$ cat src/serial_port_mux_consts.vh
// Constants for the second serial port management mux.
// Assumes a 10 MHz clock and byte-wide receive streams.
`ifndef SERIAL_PORT_MUX_CONSTS_VH
`define SERIAL_PORT_MUX_CONSTS_VH

// ==========================================
// Register map (AXI4-Lite byte addresses)
`define REG_CONTROL      4'h0
`define REG_STATUS       4'h4
`define REG_PASSWORD     4'h8
`define REG_CMDFILTER    4'hC

// ==========================================
// Control fields
`define CTL_MODE_LSB     0
`define CTL_RESTRICT_BIT 2
`define CTL_PWEN_BIT     3
`define CTL_SWCLAIM_BIT  4
`define CTL_BOOTDIS_BIT  5
`define CTL_LOCAL_BIT    6
`define CTL_RESET        32'h00000000

// ==========================================
// Access modes
`define MODE_DISABLED    2'h0
`define MODE_PREBOOT     2'h1
`define MODE_ALWAYS      2'h2
`define MODE_SWACT       2'h3

// ==========================================
// Owners
`define OWN_HOST         2'h0
`define OWN_MGMT         2'h1
`define OWN_REDIR        2'h2

// ==========================================
// Escape sequence and command classes
`define ESC_BYTE0        8'h1B
`define ESC_BYTE1        8'h4F
`define ESC_BYTE2        8'h39
`define CMD_POWER_DOWN   8'h02
`define CMD_NMI          8'h03
`define CMD_RESET        8'h04
`define CMD_SET_PASSWORD 8'h05

// ==========================================
// Timing
`define CLK_HZ           10000000
`define IDLE_TIMEOUT_S   30
`define LINE_BAUD        19200

`endif

$ cat src/serial_port_mgmt_mux.v
// Arbitration of the second serial port between host serial controller,
// console redirection and the management controller's emergency port.
// Assumes byte streams already framed by UARTs; line bits enter on other clock.
// How it works
// - Disabled mode keeps port on host forever
// - Pre-boot mode serves management, or redirection during self-test, until boot disable
// - Always-active keeps management attached, hides port
// - Restricted blocks power-down, NMI, reset commands
// - Restricted still passes other commands except set-password, and redirection
// - Software mode may claim or release once boot disable is set
// - Management ownership denies redirection and software
// - Redirection ownership denies management; normal means host
// - Password gate discards commands until accepted
// - Switch to management clears password acceptance
// - Idle over thirty seconds revokes acceptance
// - Password changes only via local setup path
// - Escape O 9 switches mux to management
// - After escape, host controller data ignored
// - Self-test watchdog timeout moves port over
// - Shared port uses fixed 19200 N81 XonXoff
// - Except in disabled mode, management owns port until self-test begins
`timescale 1ns/1ps
`default_nettype none
`include "serial_port_mux_consts.vh"

module serial_port_mgmt_mux #(
	parameter         CLK_HZ    = `CLK_HZ,
	parameter [31:0]  IDLE_CYCLES = `IDLE_TIMEOUT_S * `CLK_HZ
) (
	input  wire        clk,
	input  wire        rst,
	input  wire        clkEn,
	// AXI4-Lite slave
	input  wire [3:0]  s_axi_awaddr,
	input  wire        s_axi_awvalid,
	output wire        s_axi_awready,
	input  wire [31:0] s_axi_wdata,
	input  wire [3:0]  s_axi_wstrb,
	input  wire        s_axi_wvalid,
	output wire        s_axi_wready,
	output reg  [1:0]  s_axi_bresp,
	output reg         s_axi_bvalid,
	input  wire        s_axi_bready,
	input  wire [3:0]  s_axi_araddr,
	input  wire        s_axi_arvalid,
	output wire        s_axi_arready,
	output reg  [31:0] s_axi_rdata,
	output reg  [1:0]  s_axi_rresp,
	output reg         s_axi_rvalid,
	input  wire        s_axi_rready,
	// System state
	input  wire        selfTestActive,
	input  wire        systemOff,
	input  wire        watchdogTimeout,
	// Line pins
	input  wire        lineRxd,
	output reg         lineTxd,
	input  wire        hostTxd,
	output reg         hostRxd,
	input  wire        mgmtTxd,
	output reg         mgmtRxd,
	output reg         portVisibleToOs,
	output reg         modemToMgmt,
	output reg         lineFixedFormat,
	// Received remote byte stream
	input  wire [7:0]  rxByte,
	input  wire        rxValid,
	// Accepted command stream to management controller
	output reg  [7:0]  cmdByte,
	output wire        cmdValid,
	input  wire        cmdReady,
	output wire        rxStall
);

	// ==========================================
	// Pin synchronisers
	reg [2:0] syncA;
	reg [2:0] syncB;
	always @(posedge clk or posedge rst) begin
		if (rst) begin
			syncA <= 3'h0;
			syncB <= 3'h0;
		end else if (clkEn) begin
			syncA <= {mgmtTxd, hostTxd, lineRxd};
			syncB <= syncA;
		end
	end

	// ==========================================
	// Register file
	reg [31:0] control;
	reg [31:0] password;
	reg [1:0]  owner;
	reg        pwAccepted;
	reg        escSeen;
	reg        booted;
	reg        selfTestSeen;
	reg [31:0] idleCount;
	reg [7:0]  dropCount;

	wire [1:0] mode     = control[`CTL_MODE_LSB+1:`CTL_MODE_LSB];
	wire       restrictOn = control[`CTL_RESTRICT_BIT];
	wire       pwEnable = control[`CTL_PWEN_BIT];
	wire       swClaim  = control[`CTL_SWCLAIM_BIT];
	wire       bootDis  = control[`CTL_BOOTDIS_BIT];
	wire       localSet = control[`CTL_LOCAL_BIT];

	reg        awHeld;
	reg        wHeld;
	reg [3:0]  awAddr;
	reg [31:0] wData;
	reg [3:0]  wStrb;
	wire       doWrite = awHeld && wHeld && !s_axi_bvalid;

	assign s_axi_awready = !awHeld && !s_axi_bvalid;
	assign s_axi_wready  = !wHeld && !s_axi_bvalid;
	assign s_axi_arready = !s_axi_rvalid;

	// Byte-lane merge used by both writable registers
	function [31:0] mergeLanes;
		input [31:0] old;
		input [31:0] data;
		input [3:0]  strb;
		integer i;
		begin
			mergeLanes = old;
			for (i = 0; i < 4; i = i + 1)
				if (strb[i])
					mergeLanes[i*8 +: 8] = data[i*8 +: 8];
		end
	endfunction

	// Write channel: address and data may come in either order
	always @(posedge clk or posedge rst) begin
		if (rst) begin
			awHeld       <= 1'b0;
			wHeld        <= 1'b0;
			awAddr       <= 4'h0;
			wData        <= 32'h00000000;
			wStrb        <= 4'h0;
			s_axi_bvalid <= 1'b0;
			s_axi_bresp  <= 2'h0;
			control      <= `CTL_RESET;
			password     <= 32'h00000000;
		end else if (clkEn) begin
			if (s_axi_awvalid && s_axi_awready) begin
				awHeld <= 1'b1;
				awAddr <= s_axi_awaddr;
			end
			if (s_axi_wvalid && s_axi_wready) begin
				wHeld <= 1'b1;
				wData <= s_axi_wdata;
				wStrb <= s_axi_wstrb;
			end
			if (doWrite) begin
				awHeld       <= 1'b0;
				wHeld        <= 1'b0;
				s_axi_bvalid <= 1'b1;
				s_axi_bresp  <= 2'h0;
				case (awAddr)
				`REG_CONTROL: control <= mergeLanes(control, wData, wStrb);
				`REG_PASSWORD: begin
					if (localSet)
						password <= mergeLanes(password, wData, wStrb);
					else
						s_axi_bresp <= 2'h2;
				end
				`REG_STATUS, `REG_CMDFILTER: s_axi_bresp <= 2'h0;
				default: s_axi_bresp <= 2'h2;
				endcase
			end else if (s_axi_bvalid && s_axi_bready) begin
				s_axi_bvalid <= 1'b0;
			end
		end
	end

	// Read channel
	always @(posedge clk or posedge rst) begin
		if (rst) begin
			s_axi_rvalid <= 1'b0;
			s_axi_rdata  <= 32'h00000000;
			s_axi_rresp  <= 2'h0;
		end else if (clkEn) begin
			if (s_axi_arvalid && s_axi_arready) begin
				s_axi_rvalid <= 1'b1;
				s_axi_rresp  <= 2'h0;
				case (s_axi_araddr)
				`REG_CONTROL:   s_axi_rdata <= control;
				`REG_STATUS:    s_axi_rdata <= {24'h000000, booted, selfTestSeen,
				                                escSeen, pwAccepted, 2'h0, owner};
				`REG_PASSWORD:  s_axi_rdata <= 32'h00000000; // Never readable
				`REG_CMDFILTER: s_axi_rdata <= {24'h000000, dropCount};
				default: begin
					s_axi_rdata <= 32'h00000000;
					s_axi_rresp <= 2'h2;
				end
				endcase
			end else if (s_axi_rvalid && s_axi_rready) begin
				s_axi_rvalid <= 1'b0;
			end
		end
	end

	// ==========================================
	// Escape detector
	reg [1:0] escState;
	wire      byteIn = rxValid && !rxStall;
	wire      escHit = byteIn && escState == 2'h2 && rxByte == `ESC_BYTE2;

	// Any byte off the sequence restarts the match
	always @(posedge clk or posedge rst) begin
		if (rst) begin
			escState <= 2'h0;
		end else if (clkEn && byteIn) begin
			case (escState)
			2'h0: escState <= (rxByte == `ESC_BYTE0) ? 2'h1 : 2'h0;
			2'h1: escState <= (rxByte == `ESC_BYTE1) ? 2'h2 :
			                  (rxByte == `ESC_BYTE0) ? 2'h1 : 2'h0;
			2'h2: escState <= (rxByte == `ESC_BYTE0) ? 2'h1 : 2'h0;
			default: escState <= 2'h0;
			endcase
		end
	end

	// ==========================================
	// Ownership
	reg [1:0] next_owner;
	always @* begin
		next_owner = owner;
		if (mode == `MODE_DISABLED) begin
			next_owner = `OWN_HOST;
		end else if (!selfTestSeen || watchdogTimeout || escSeen) begin
			next_owner = `OWN_MGMT;
		end else if (mode == `MODE_ALWAYS) begin
			next_owner = `OWN_MGMT;
		end else if (mode == `MODE_SWACT && booted) begin
			next_owner = swClaim ? `OWN_MGMT : `OWN_HOST;
		end else if (systemOff) begin
			next_owner = `OWN_MGMT;
		end else if (!booted) begin
			next_owner = selfTestActive ? `OWN_REDIR : `OWN_MGMT;
		end else begin
			next_owner = `OWN_HOST;
		end
	end

	always @(posedge clk or posedge rst) begin
		if (rst) begin
			owner        <= `OWN_MGMT;
			selfTestSeen <= 1'b0;
			booted       <= 1'b0;
			escSeen      <= 1'b0;
		end else if (clkEn) begin
			owner <= next_owner;
			if (selfTestActive)
				selfTestSeen <= 1'b1;
			booted <= bootDis;
			if (escHit && owner == `OWN_REDIR)
				escSeen <= 1'b1;
			else if (systemOff)
				escSeen <= 1'b0;
		end
	end

	// ==========================================
	// Password gate and idle timer
	wire toMgmt  = next_owner == `OWN_MGMT && owner != `OWN_MGMT;
	wire mgmtIn  = byteIn && owner == `OWN_MGMT;
	wire pwMatch = rxByte == password[7:0];
	always @(posedge clk or posedge rst) begin
		if (rst) begin
			pwAccepted <= 1'b0;
			idleCount  <= 32'h00000000;
		end else if (clkEn) begin
			if (mgmtIn)
				idleCount <= 32'h00000000;
			else if (idleCount <= IDLE_CYCLES)
				idleCount <= idleCount + 32'h00000001;
			// A fresh byte after a long idle must still be able to log in
			if (toMgmt || (idleCount > IDLE_CYCLES && !mgmtIn))
				pwAccepted <= 1'b0;
			else if (mgmtIn && pwMatch)
				pwAccepted <= 1'b1;
		end
	end

	// ==========================================
	// Command filter into a two-entry buffer
	wire blocked = rxByte == `CMD_POWER_DOWN || rxByte == `CMD_NMI ||
	               rxByte == `CMD_RESET;
	wire gateOk  = !pwEnable || pwAccepted;
	wire pass    = mgmtIn && gateOk && !(restrictOn && blocked) &&
	               rxByte != `CMD_SET_PASSWORD;

	reg [7:0] buf0;
	reg [7:0] buf1;
	reg [1:0] fill;
	wire      pop = cmdValid && cmdReady;
	assign cmdValid = fill != 2'h0;
	assign rxStall  = fill == 2'h2;

	// Full buffer stalls the receive source so no word is lost
	always @(posedge clk or posedge rst) begin
		if (rst) begin
			buf0      <= 8'h00;
			buf1      <= 8'h00;
			fill      <= 2'h0;
			dropCount <= 8'h00;
		end else if (clkEn) begin
			if (pop) begin
				buf0 <= (pass && fill == 2'h1) ? rxByte : buf1;
				if (pass && fill == 2'h2)
					buf1 <= rxByte;
				fill <= pass ? fill : fill - 2'h1;
			end else if (pass) begin
				if (fill == 2'h0)
					buf0 <= rxByte;
				else
					buf1 <= rxByte;
				fill <= fill + 2'h1;
			end
			if (mgmtIn && !pass)
				dropCount <= dropCount + 8'h01;
		end
	end

	always @* cmdByte = buf0;

	// ==========================================
	// Line routing
	always @(posedge clk or posedge rst) begin
		if (rst) begin
			lineTxd         <= 1'b1;
			hostRxd         <= 1'b1;
			mgmtRxd         <= 1'b1;
			portVisibleToOs <= 1'b0;
			modemToMgmt     <= 1'b1;
			lineFixedFormat <= 1'b0;
		end else if (clkEn) begin
			lineTxd <= (owner == `OWN_MGMT) ? syncB[2] : syncB[1];
			hostRxd <= (owner == `OWN_MGMT) ? 1'b1 : syncB[0];
			mgmtRxd <= (owner == `OWN_MGMT) ? syncB[0] : 1'b1;
			portVisibleToOs <= mode != `MODE_ALWAYS && owner == `OWN_HOST;
			modemToMgmt     <= owner == `OWN_MGMT;
			lineFixedFormat <= mode != `MODE_DISABLED;
		end
	end

endmodule
`default_nettype wire

$ cat config.mk
export PLATFORM = sky130hd
export DESIGN_NAME = serial_port_mgmt_mux
export DESIGN_NICKNAME = d
export VERILOG_FILES = /design/src/serial_port_mgmt_mux.v
export VERILOG_INCLUDE_DIRS = /design/src
export SDC_FILE = /design/constraint.sdc
export NUM_CORES = 1
export LEC_CHECK = 0
export BUFFER_PORTS_ARGS = -buffer_cell sky130_fd_sc_hd__buf_2
export CORE_MARGIN = 4
export CORE_UTILIZATION = 40
export CTS_CLUSTER_SIZE = 16
export DETAILED_ROUTE_END_ITERATION = 12
export GPL_TIMING_DRIVEN = 0
export SLEW_MARGIN = 10
export SYNTH_ARGS = -nofsm -noshare
export SYNTH_HDL_FRONTEND = slang
export SYNTH_SLANG_ARGS = --single-unit
export TNS_END_PERCENT = 30
$ cat constraint.sdc
create_clock -name clk -period 9.8 [get_ports clk]
set_clock_uncertainty 0.15 [all_clocks]
set_input_delay 0.98 -clock clk [delete_from_list [all_inputs] [get_ports clk]]
set_output_delay 0.98 -clock clk [all_outputs]
set_load 0.05 [all_outputs]
=== Word level (Yosys, flattened, before mapping) ===
Cells that the tools add are included.

* Register bits: 198
* Input port bits: 68
* Output and inout port bits: 57
* Word-level logic and storage cells: 196

* Add/sub/neg operators: 4
* Order comparisons: 2
* Equality and inequality tests: 28
* Multiplexer cells: 43
* Reductions and logical operators: 85

{| class="wikitable"
|+ Operator list
! cell !! count
|-
| case mux 32 bit (3 select lines) || 1
|-
| 2-to-1 mux 32 bit || 2
|-
| 2-to-1 mux 8 bit || 8
|-
| adder 32 x 1 -> 32 bit, second input constant || 1
|-
| > comparator 32 x 29 -> 1 bit, second input constant || 1
|-
| less-or-equal comparator 32 x 29 -> 1 bit, second input constant || 1
|-
| logical AND 1 bit || 28
|-
| 2-to-1 mux 2 bit || 13
|-
| AND reduction 2 bit || 13
|-
| nonzero test 2 bit || 11
|-
| AND reduction 4 bit || 5
|-
| 2-to-1 mux 1 bit || 17
|-
| equality test 4 bit, second input constant || 4
|-
| equality test 8 x 2 -> 1 bit, second input constant || 2
|-
| equality test 2 bit, second input constant || 5
|-
| zero test 1 bit || 10
|-
| adder 8 x 1 -> 8 bit, second input constant || 1
|-
| equality test 2 x 1 -> 1 bit, second input constant || 4
|-
| equality test 4 x 3 -> 1 bit, second input constant || 2
|-
| equality test 8 x 3 -> 1 bit, second input constant || 1
|-
| equality test 8 x 5 -> 1 bit, second input constant || 1
|-
| equality test 8 x 6 -> 1 bit, second input constant || 1
|-
| equality test 8 x 7 -> 1 bit, second input constant || 1
|-
| equality test 8 bit || 1
|-
| other kinds (14) || 28
|}

=== Depth between registers and ports, before layout ===
* Depth after elaboration: 12
* Depth in mapped cells: 11
* Depth with buffers taken out: 10

=== Least setup slack after synthesis ===
Ideal clock, no wire load.

* Path kind: input port to flip-flop
* Start point: input port rxValid
* End point: register buf1[0]
* Library setup time: 0.125 ns
* Arrival: 3.173 ns
* Required time: 9.525 ns
* Setup slack: 6.352 ns
* Stages: 8
* Buffers on the path: 1
* Cells stage by stage: nor4bb_1 -> clkbuf_1 -> o21ai_1 -> a21oi_1 -> inv_1 -> ha_1 -> nor4b_2 -> mux2_2

* Word-level cells in the longest chain between the ends: 8
* Elaborated cells between the ends (all ways): 9
* Those cells by class: eq/ne (1); reduce/logical (8)

{| class="wikitable"
|+ Ends and longest elaborated chain
! element !! RTL line !! text
|-
| start: declaration || serial_port_mgmt_mux.v:67 || <nowiki>input wire rxValid,</nowiki>
|-
| logical AND 1 bit (*) || serial_port_mgmt_mux.v:207 || <nowiki>wire byteIn = rxValid && !rxStall;</nowiki>
|-
| logical AND 1 bit (no source line) (*) || - ||
|-
| logical AND 1 bit (*) (2 in series) || serial_port_mgmt_mux.v:292 || <nowiki>wire pass = mgmtIn && gateOk && !(restrictOn && blocked) &&</nowiki>
|-
| logical AND 1 bit (no source line) (*) || - ||
|-
| logical AND 1 bit || serial_port_mgmt_mux.v:312 || <nowiki>if (pass && fill == 2'h2)</nowiki>
|-
| != test 2 x 1 -> 1 bit (no source line) || - ||
|-
| AND reduction 4 bit (no source line) (*) || - ||
|-
| end signal: assignment || serial_port_mgmt_mux.v:313 || <nowiki>buf1 <= rxByte;</nowiki>
|-
| end signal: assignment || serial_port_mgmt_mux.v:319 || <nowiki>buf1 <= rxByte;</nowiki>
|-
| end: declaration || serial_port_mgmt_mux.v:296 || <nowiki>reg [7:0] buf1;</nowiki>
|}

Mark *: on every way between the ends. The rest lies on a longest branch, timed or not.
A chain may end at the register's enable or synchronous reset.

=== Final worst setup path ===
* Start point: register fill[0]
* End point: register buf1[7]

* Word-level cells in the longest chain between the ends: 10
* Elaborated cells between the ends (all ways): 16
* Those cells by class: eq/ne (3); mux (1); reduce/logical (12)

{| class="wikitable"
|+ Ends and longest elaborated chain
! element !! RTL line !! text
|-
| start: declaration || serial_port_mgmt_mux.v:297 || <nowiki>reg [1:0] fill;</nowiki>
|-
| start signal: assignment || serial_port_mgmt_mux.v:314 || <nowiki>fill <= pass ? fill : fill - 2'h1;</nowiki>
|-
| start signal: assignment || serial_port_mgmt_mux.v:320 || <nowiki>fill <= fill + 2'h1;</nowiki>
|-
| equality test 2 bit || serial_port_mgmt_mux.v:300, serial_port_mgmt_mux.v:312 ||
|-
| zero test 1 bit || serial_port_mgmt_mux.v:207 ||
|-
| logical AND 1 bit || serial_port_mgmt_mux.v:207 ||
|-
| logical AND 1 bit (no source line) || - ||
|-
| logical AND 1 bit (2 in series) || serial_port_mgmt_mux.v:292 ||
|-
| logical AND 1 bit (no source line) || - ||
|-
| logical AND 1 bit || serial_port_mgmt_mux.v:312 ||
|-
| != test 2 x 1 -> 1 bit (no source line) || - ||
|-
| AND reduction 4 bit (no source line) || - ||
|}

Several ways; a longest one is shown, not always the timed one.

==> results.py <==
metrics = {
    "route": {
        "vias": 5859,
        "ant_nets": 0,
        "drt_wl_total_mm": 19.4,
        "post-route-drc-count": 0,
        "wl_per_cell_um": 17.3,
        "vias_per_cell": 5.22,
        "dr.first_iter.drc_count": 244,
        "drt-pass1-iter-count": 4,
    },
    "clock_network": {
        "clkTransAtPathRegs_ps": 80,
        "htree_levels": 4,
        "numCtsBuffers": 17,
        "cts_hold_buf": 0,
        "root_buffer": "clkbuf_16",
        "cts_resized": 0,
        "cts_buffer_depth": 2,
        "cts_tree": "yes",
        "clock_latency_ps": 440,
        "postCtsSetupBuffers": 0,
        "cts_sinks": 196,
    },
    "worst_setup_path": {
        "crit_chain": "inv_1, ha_1, nor4bb_1, clkbuf_1, o21ai_1, a21oi_1, inv_1, ha_1, nor4b_2, mux2_2",
        "cp_max_fo": 10,
        "worstRegToRegCells": 10,
        "cp_slowest_cell": "nor4b_2",
        "path_class": "reg2reg",
        "cp.arrival_ps": 3990,
        "slowest_delay_ps": 750,
        "cp-end-kind": "flop",
        "timing.rr.start": "fill[0]",
        "worstPathRequired_ps": 9980,
        "rr_endpoint": "buf1[7]",
        "startpoint_type": "flop",
        "reg2reg_slack_ps": 5990,
    },
    "worst_hold_path": {
        "hold_start": "wData[9]",
        "hold_depth": 1,
        "holdPathEnd": "control[9]",
        "worstHoldPathType": "reg2reg",
    },
    "yosys": {
        "netlist_area_um2": 8530,
        "synth.avg_cell_area_um2": 12.3,
        "synth_area_leaders": "dfrtp_1 (56%), mux2_2 (8.6%), mux2_1 (4.5%)",
        "yosysMostFrequentCell": "dfrtp_1",
        "synth_common_cells": "dfrtp_1 (191), mux2_2 (65), nand2_1 (57)",
        "yosys_warnings": 0,
        "synth_ff_type": "dfrtp_1",
        "yosysSeqAreaShare_pct": 57.6,
        "synth_edf_count": 0,
        "syn_inst": 694,
        "synthDistinctLibCells": 58,
        "post-synth-top-area-cell": "dfrtp_1",
        "ys_ff_latch": 196,
        "async_flop_share_pct": 100,
        "yosysTopAreaCellShare_pct": 56.1,
    },
    "global_routing": {
        "antenna_found_initial": 4,
        "grt_pass1_wl_mm": 32.0,
        "gr-total-overflow": 0,
        "grt.total_usage_pct": 16.9,
        "grt_pass1_vias": 5961,
        "grt_max_degree": 100,
    },
    "timing": {
        "setup_slack_ps": 5990,
        "finalCriticalPeriod_ps": 3810,
        "tns_ps": 0,
        "worst_pin_slew_ps": 1100,
        "setup_viol": 0,
        "timing.fmax_mhz": 263,
        "timing.slew.headroom_pct": 25.8,
        "final-max-slew-violation-count": 0,
        "finalCritPeriodShare_pct": 38.8,
        "rsz0062_at_grt": "no",
        "final_hold_viol_count": 0,
    },
    "floorplan": {
        "design.core.area_um2": 21000,
        "start_util_pct": 40.6,
        "die_x_um": 154,
        "std_cell_rows": 53,
        "dieArea_um2": 23700,
        "boundaryPins": 125,
        "die_height_um": 154,
    },
    "placement": {
        "pre_cts_slack_ps": 5560,
        "routabilityCongestion": 0.803,
        "place_hpwl_mm": 14.0,
        "io_buffers": 119,
    },
    "pwr": {
        "ir_worst_vdd_uv": 153,
        "power_leakage_nw": 4.77,
        "p_per_area_nw_per_um2": 243,
        "p_total_w": 0.00247,
    },
    "cells_and_area": {
        "syn2layout_area_growth_pct": 18.9,
        "drive_gt1_share_pct": 28.0,
        "nets": 909,
    },
    "run_status": {
        "status": "finished clean",
    },
    "flow_run": {
        "maxCapViolCount": 0,
    },
}
## critical path: cells and delay by family (launching register included)
kind	cells	cell delay [ps]
buffers and inverters	3	590
muxes	1	420
and+or+nand+nor	2	1130
DFF	1	390
AOI/OAI and AO/OA	2	580
adders and majority gates	2	440
## through the flow
stage                     hold slack [ps]  instances  utilization (%)  area, um^2
after floorplan                       290        695                -        8530
after global placement                312       1089             45.0        9470
after detailed placement              315       1090             45.2        9500
after CTS                             336       1122             48.2       10100
after global routing                  354       1123             48.2       10100
final                                 333       1123             48.2       10100
## registers in the layout, indices dropped and copies added, names as in the netlist, 2 cells and up
register / count
syncA: 3
wStrb: 4
password: 8
buf1: 8
fill: 2
cmdByte: 8
awAddr: 4
owner: 2
escState: 2
dropCount: 8
wData: 32
syncB: 3
s_axi_rdata: 32
control: 32
idleCount: 32
## cell families (layout without fill, tap and decap cells)
logic type | after synthesis | after routing | synth area share, %
AND/OR/NAND/NOR | 187 | 187 | 11.5
multiplexers | 115 | 115 | 15.0
AO/OA/AOI/OAI | 114 | 114 | 9.57
XOR/XNOR | 31 | 31 | 3.18
other | 1 | 3 | 0.0440
flip-flops | 196 | 196 | 57.6
buffers and inverters | 43 | 195 | 2.11
adder cells (fa/ha/maj) | 7 | 7 | 1.03
## layout make-up
cell class | count | area [um^2]
tap | 275 | 344
multi-input combinational | 456 | 3440
fill | 1945 | 10900
inverter | 14 | 60.1
timing repair buffer | 120 | 623
clock buffer | 17 | 425
buffer | 29 | 128
sequential | 196 | 4910
clock inverter | 15 | 209
antenna | 1 | 2.50
## cells in the final DEF, fill, tap and decap left out, types with 4 or more instances in the layout
| cell | count |
|---|---|
| dfrtp_1 | 191 |
| buf_2 | 122 |
| mux2_2 | 65 |
| nand2_1 | 57 |
| a22o_1 | 36 |
| mux2_1 | 34 |
| nor2_1 | 33 |
| clkbuf_1 | 22 |
| a21oi_1 | 22 |
| clkbuf_16 | 17 |
| o21ai_0 | 16 |
| xor2_1 | 16 |
| mux2i_1 | 16 |
| xnor2_1 | 15 |
| inv_1 | 13 |
| nand3_1 | 12 |
| o21ai_1 | 12 |
| or3_1 | 11 |
| nand2b_1 | 10 |
| nand4_1 | 10 |
| nor3_1 | 9 |
| nor4_1 | 7 |
| ha_1 | 7 |
| and3_1 | 6 |
| or4_1 | 5 |
| and2_1 | 5 |
| a31oi_1 | 5 |
| inv_8 | 5 |
| clkinv_8 | 5 |
| dfstp_2 | 5 |
| nor4bb_1 | 4 |
| nor2b_1 | 4 |
| o211ai_1 | 4 |
| inv_12 | 4 |
## worst max path at each step
stage          slack (ps)  startpoint  cells past startpoint   endpoint
2_1_floorplan        3340         rst                      1  awAddr[0]
3_3_place_gp          940         rst                      2  wData[12]
3_5_place_dp         5560     rxValid                      9    buf1[7]
4_1_cts              5930     fill[0]                     10    buf1[7]
5_1_grt              5510     fill[0]                     10    buf1[0]
6_report             5990     fill[0]                     10    buf1[7]
## per-layer routing
metal,up-vias,global-route usage [%],part of all wire [%],routed length (um)
li1,2793,-,-,-
met5,-,0,0.22,42
met3,25,5.99,6.6,1280
met1,2907,23.0,46,8900
met4,6,4.75,1.9,365
met2,128,25.7,46,8850
## where the power goes
group / switching [W] / total [W] / leakage (nW) / internal (W)
combinational: 0.000359 / 0.000599 / 1.92 / 0.000240
sequential: 0.000133 / 0.00114 / 2.54 / 0.00101
clock: 0.000371 / 0.000728 / 0.306 / 0.000358
Power figures use the tool's default switching activity.
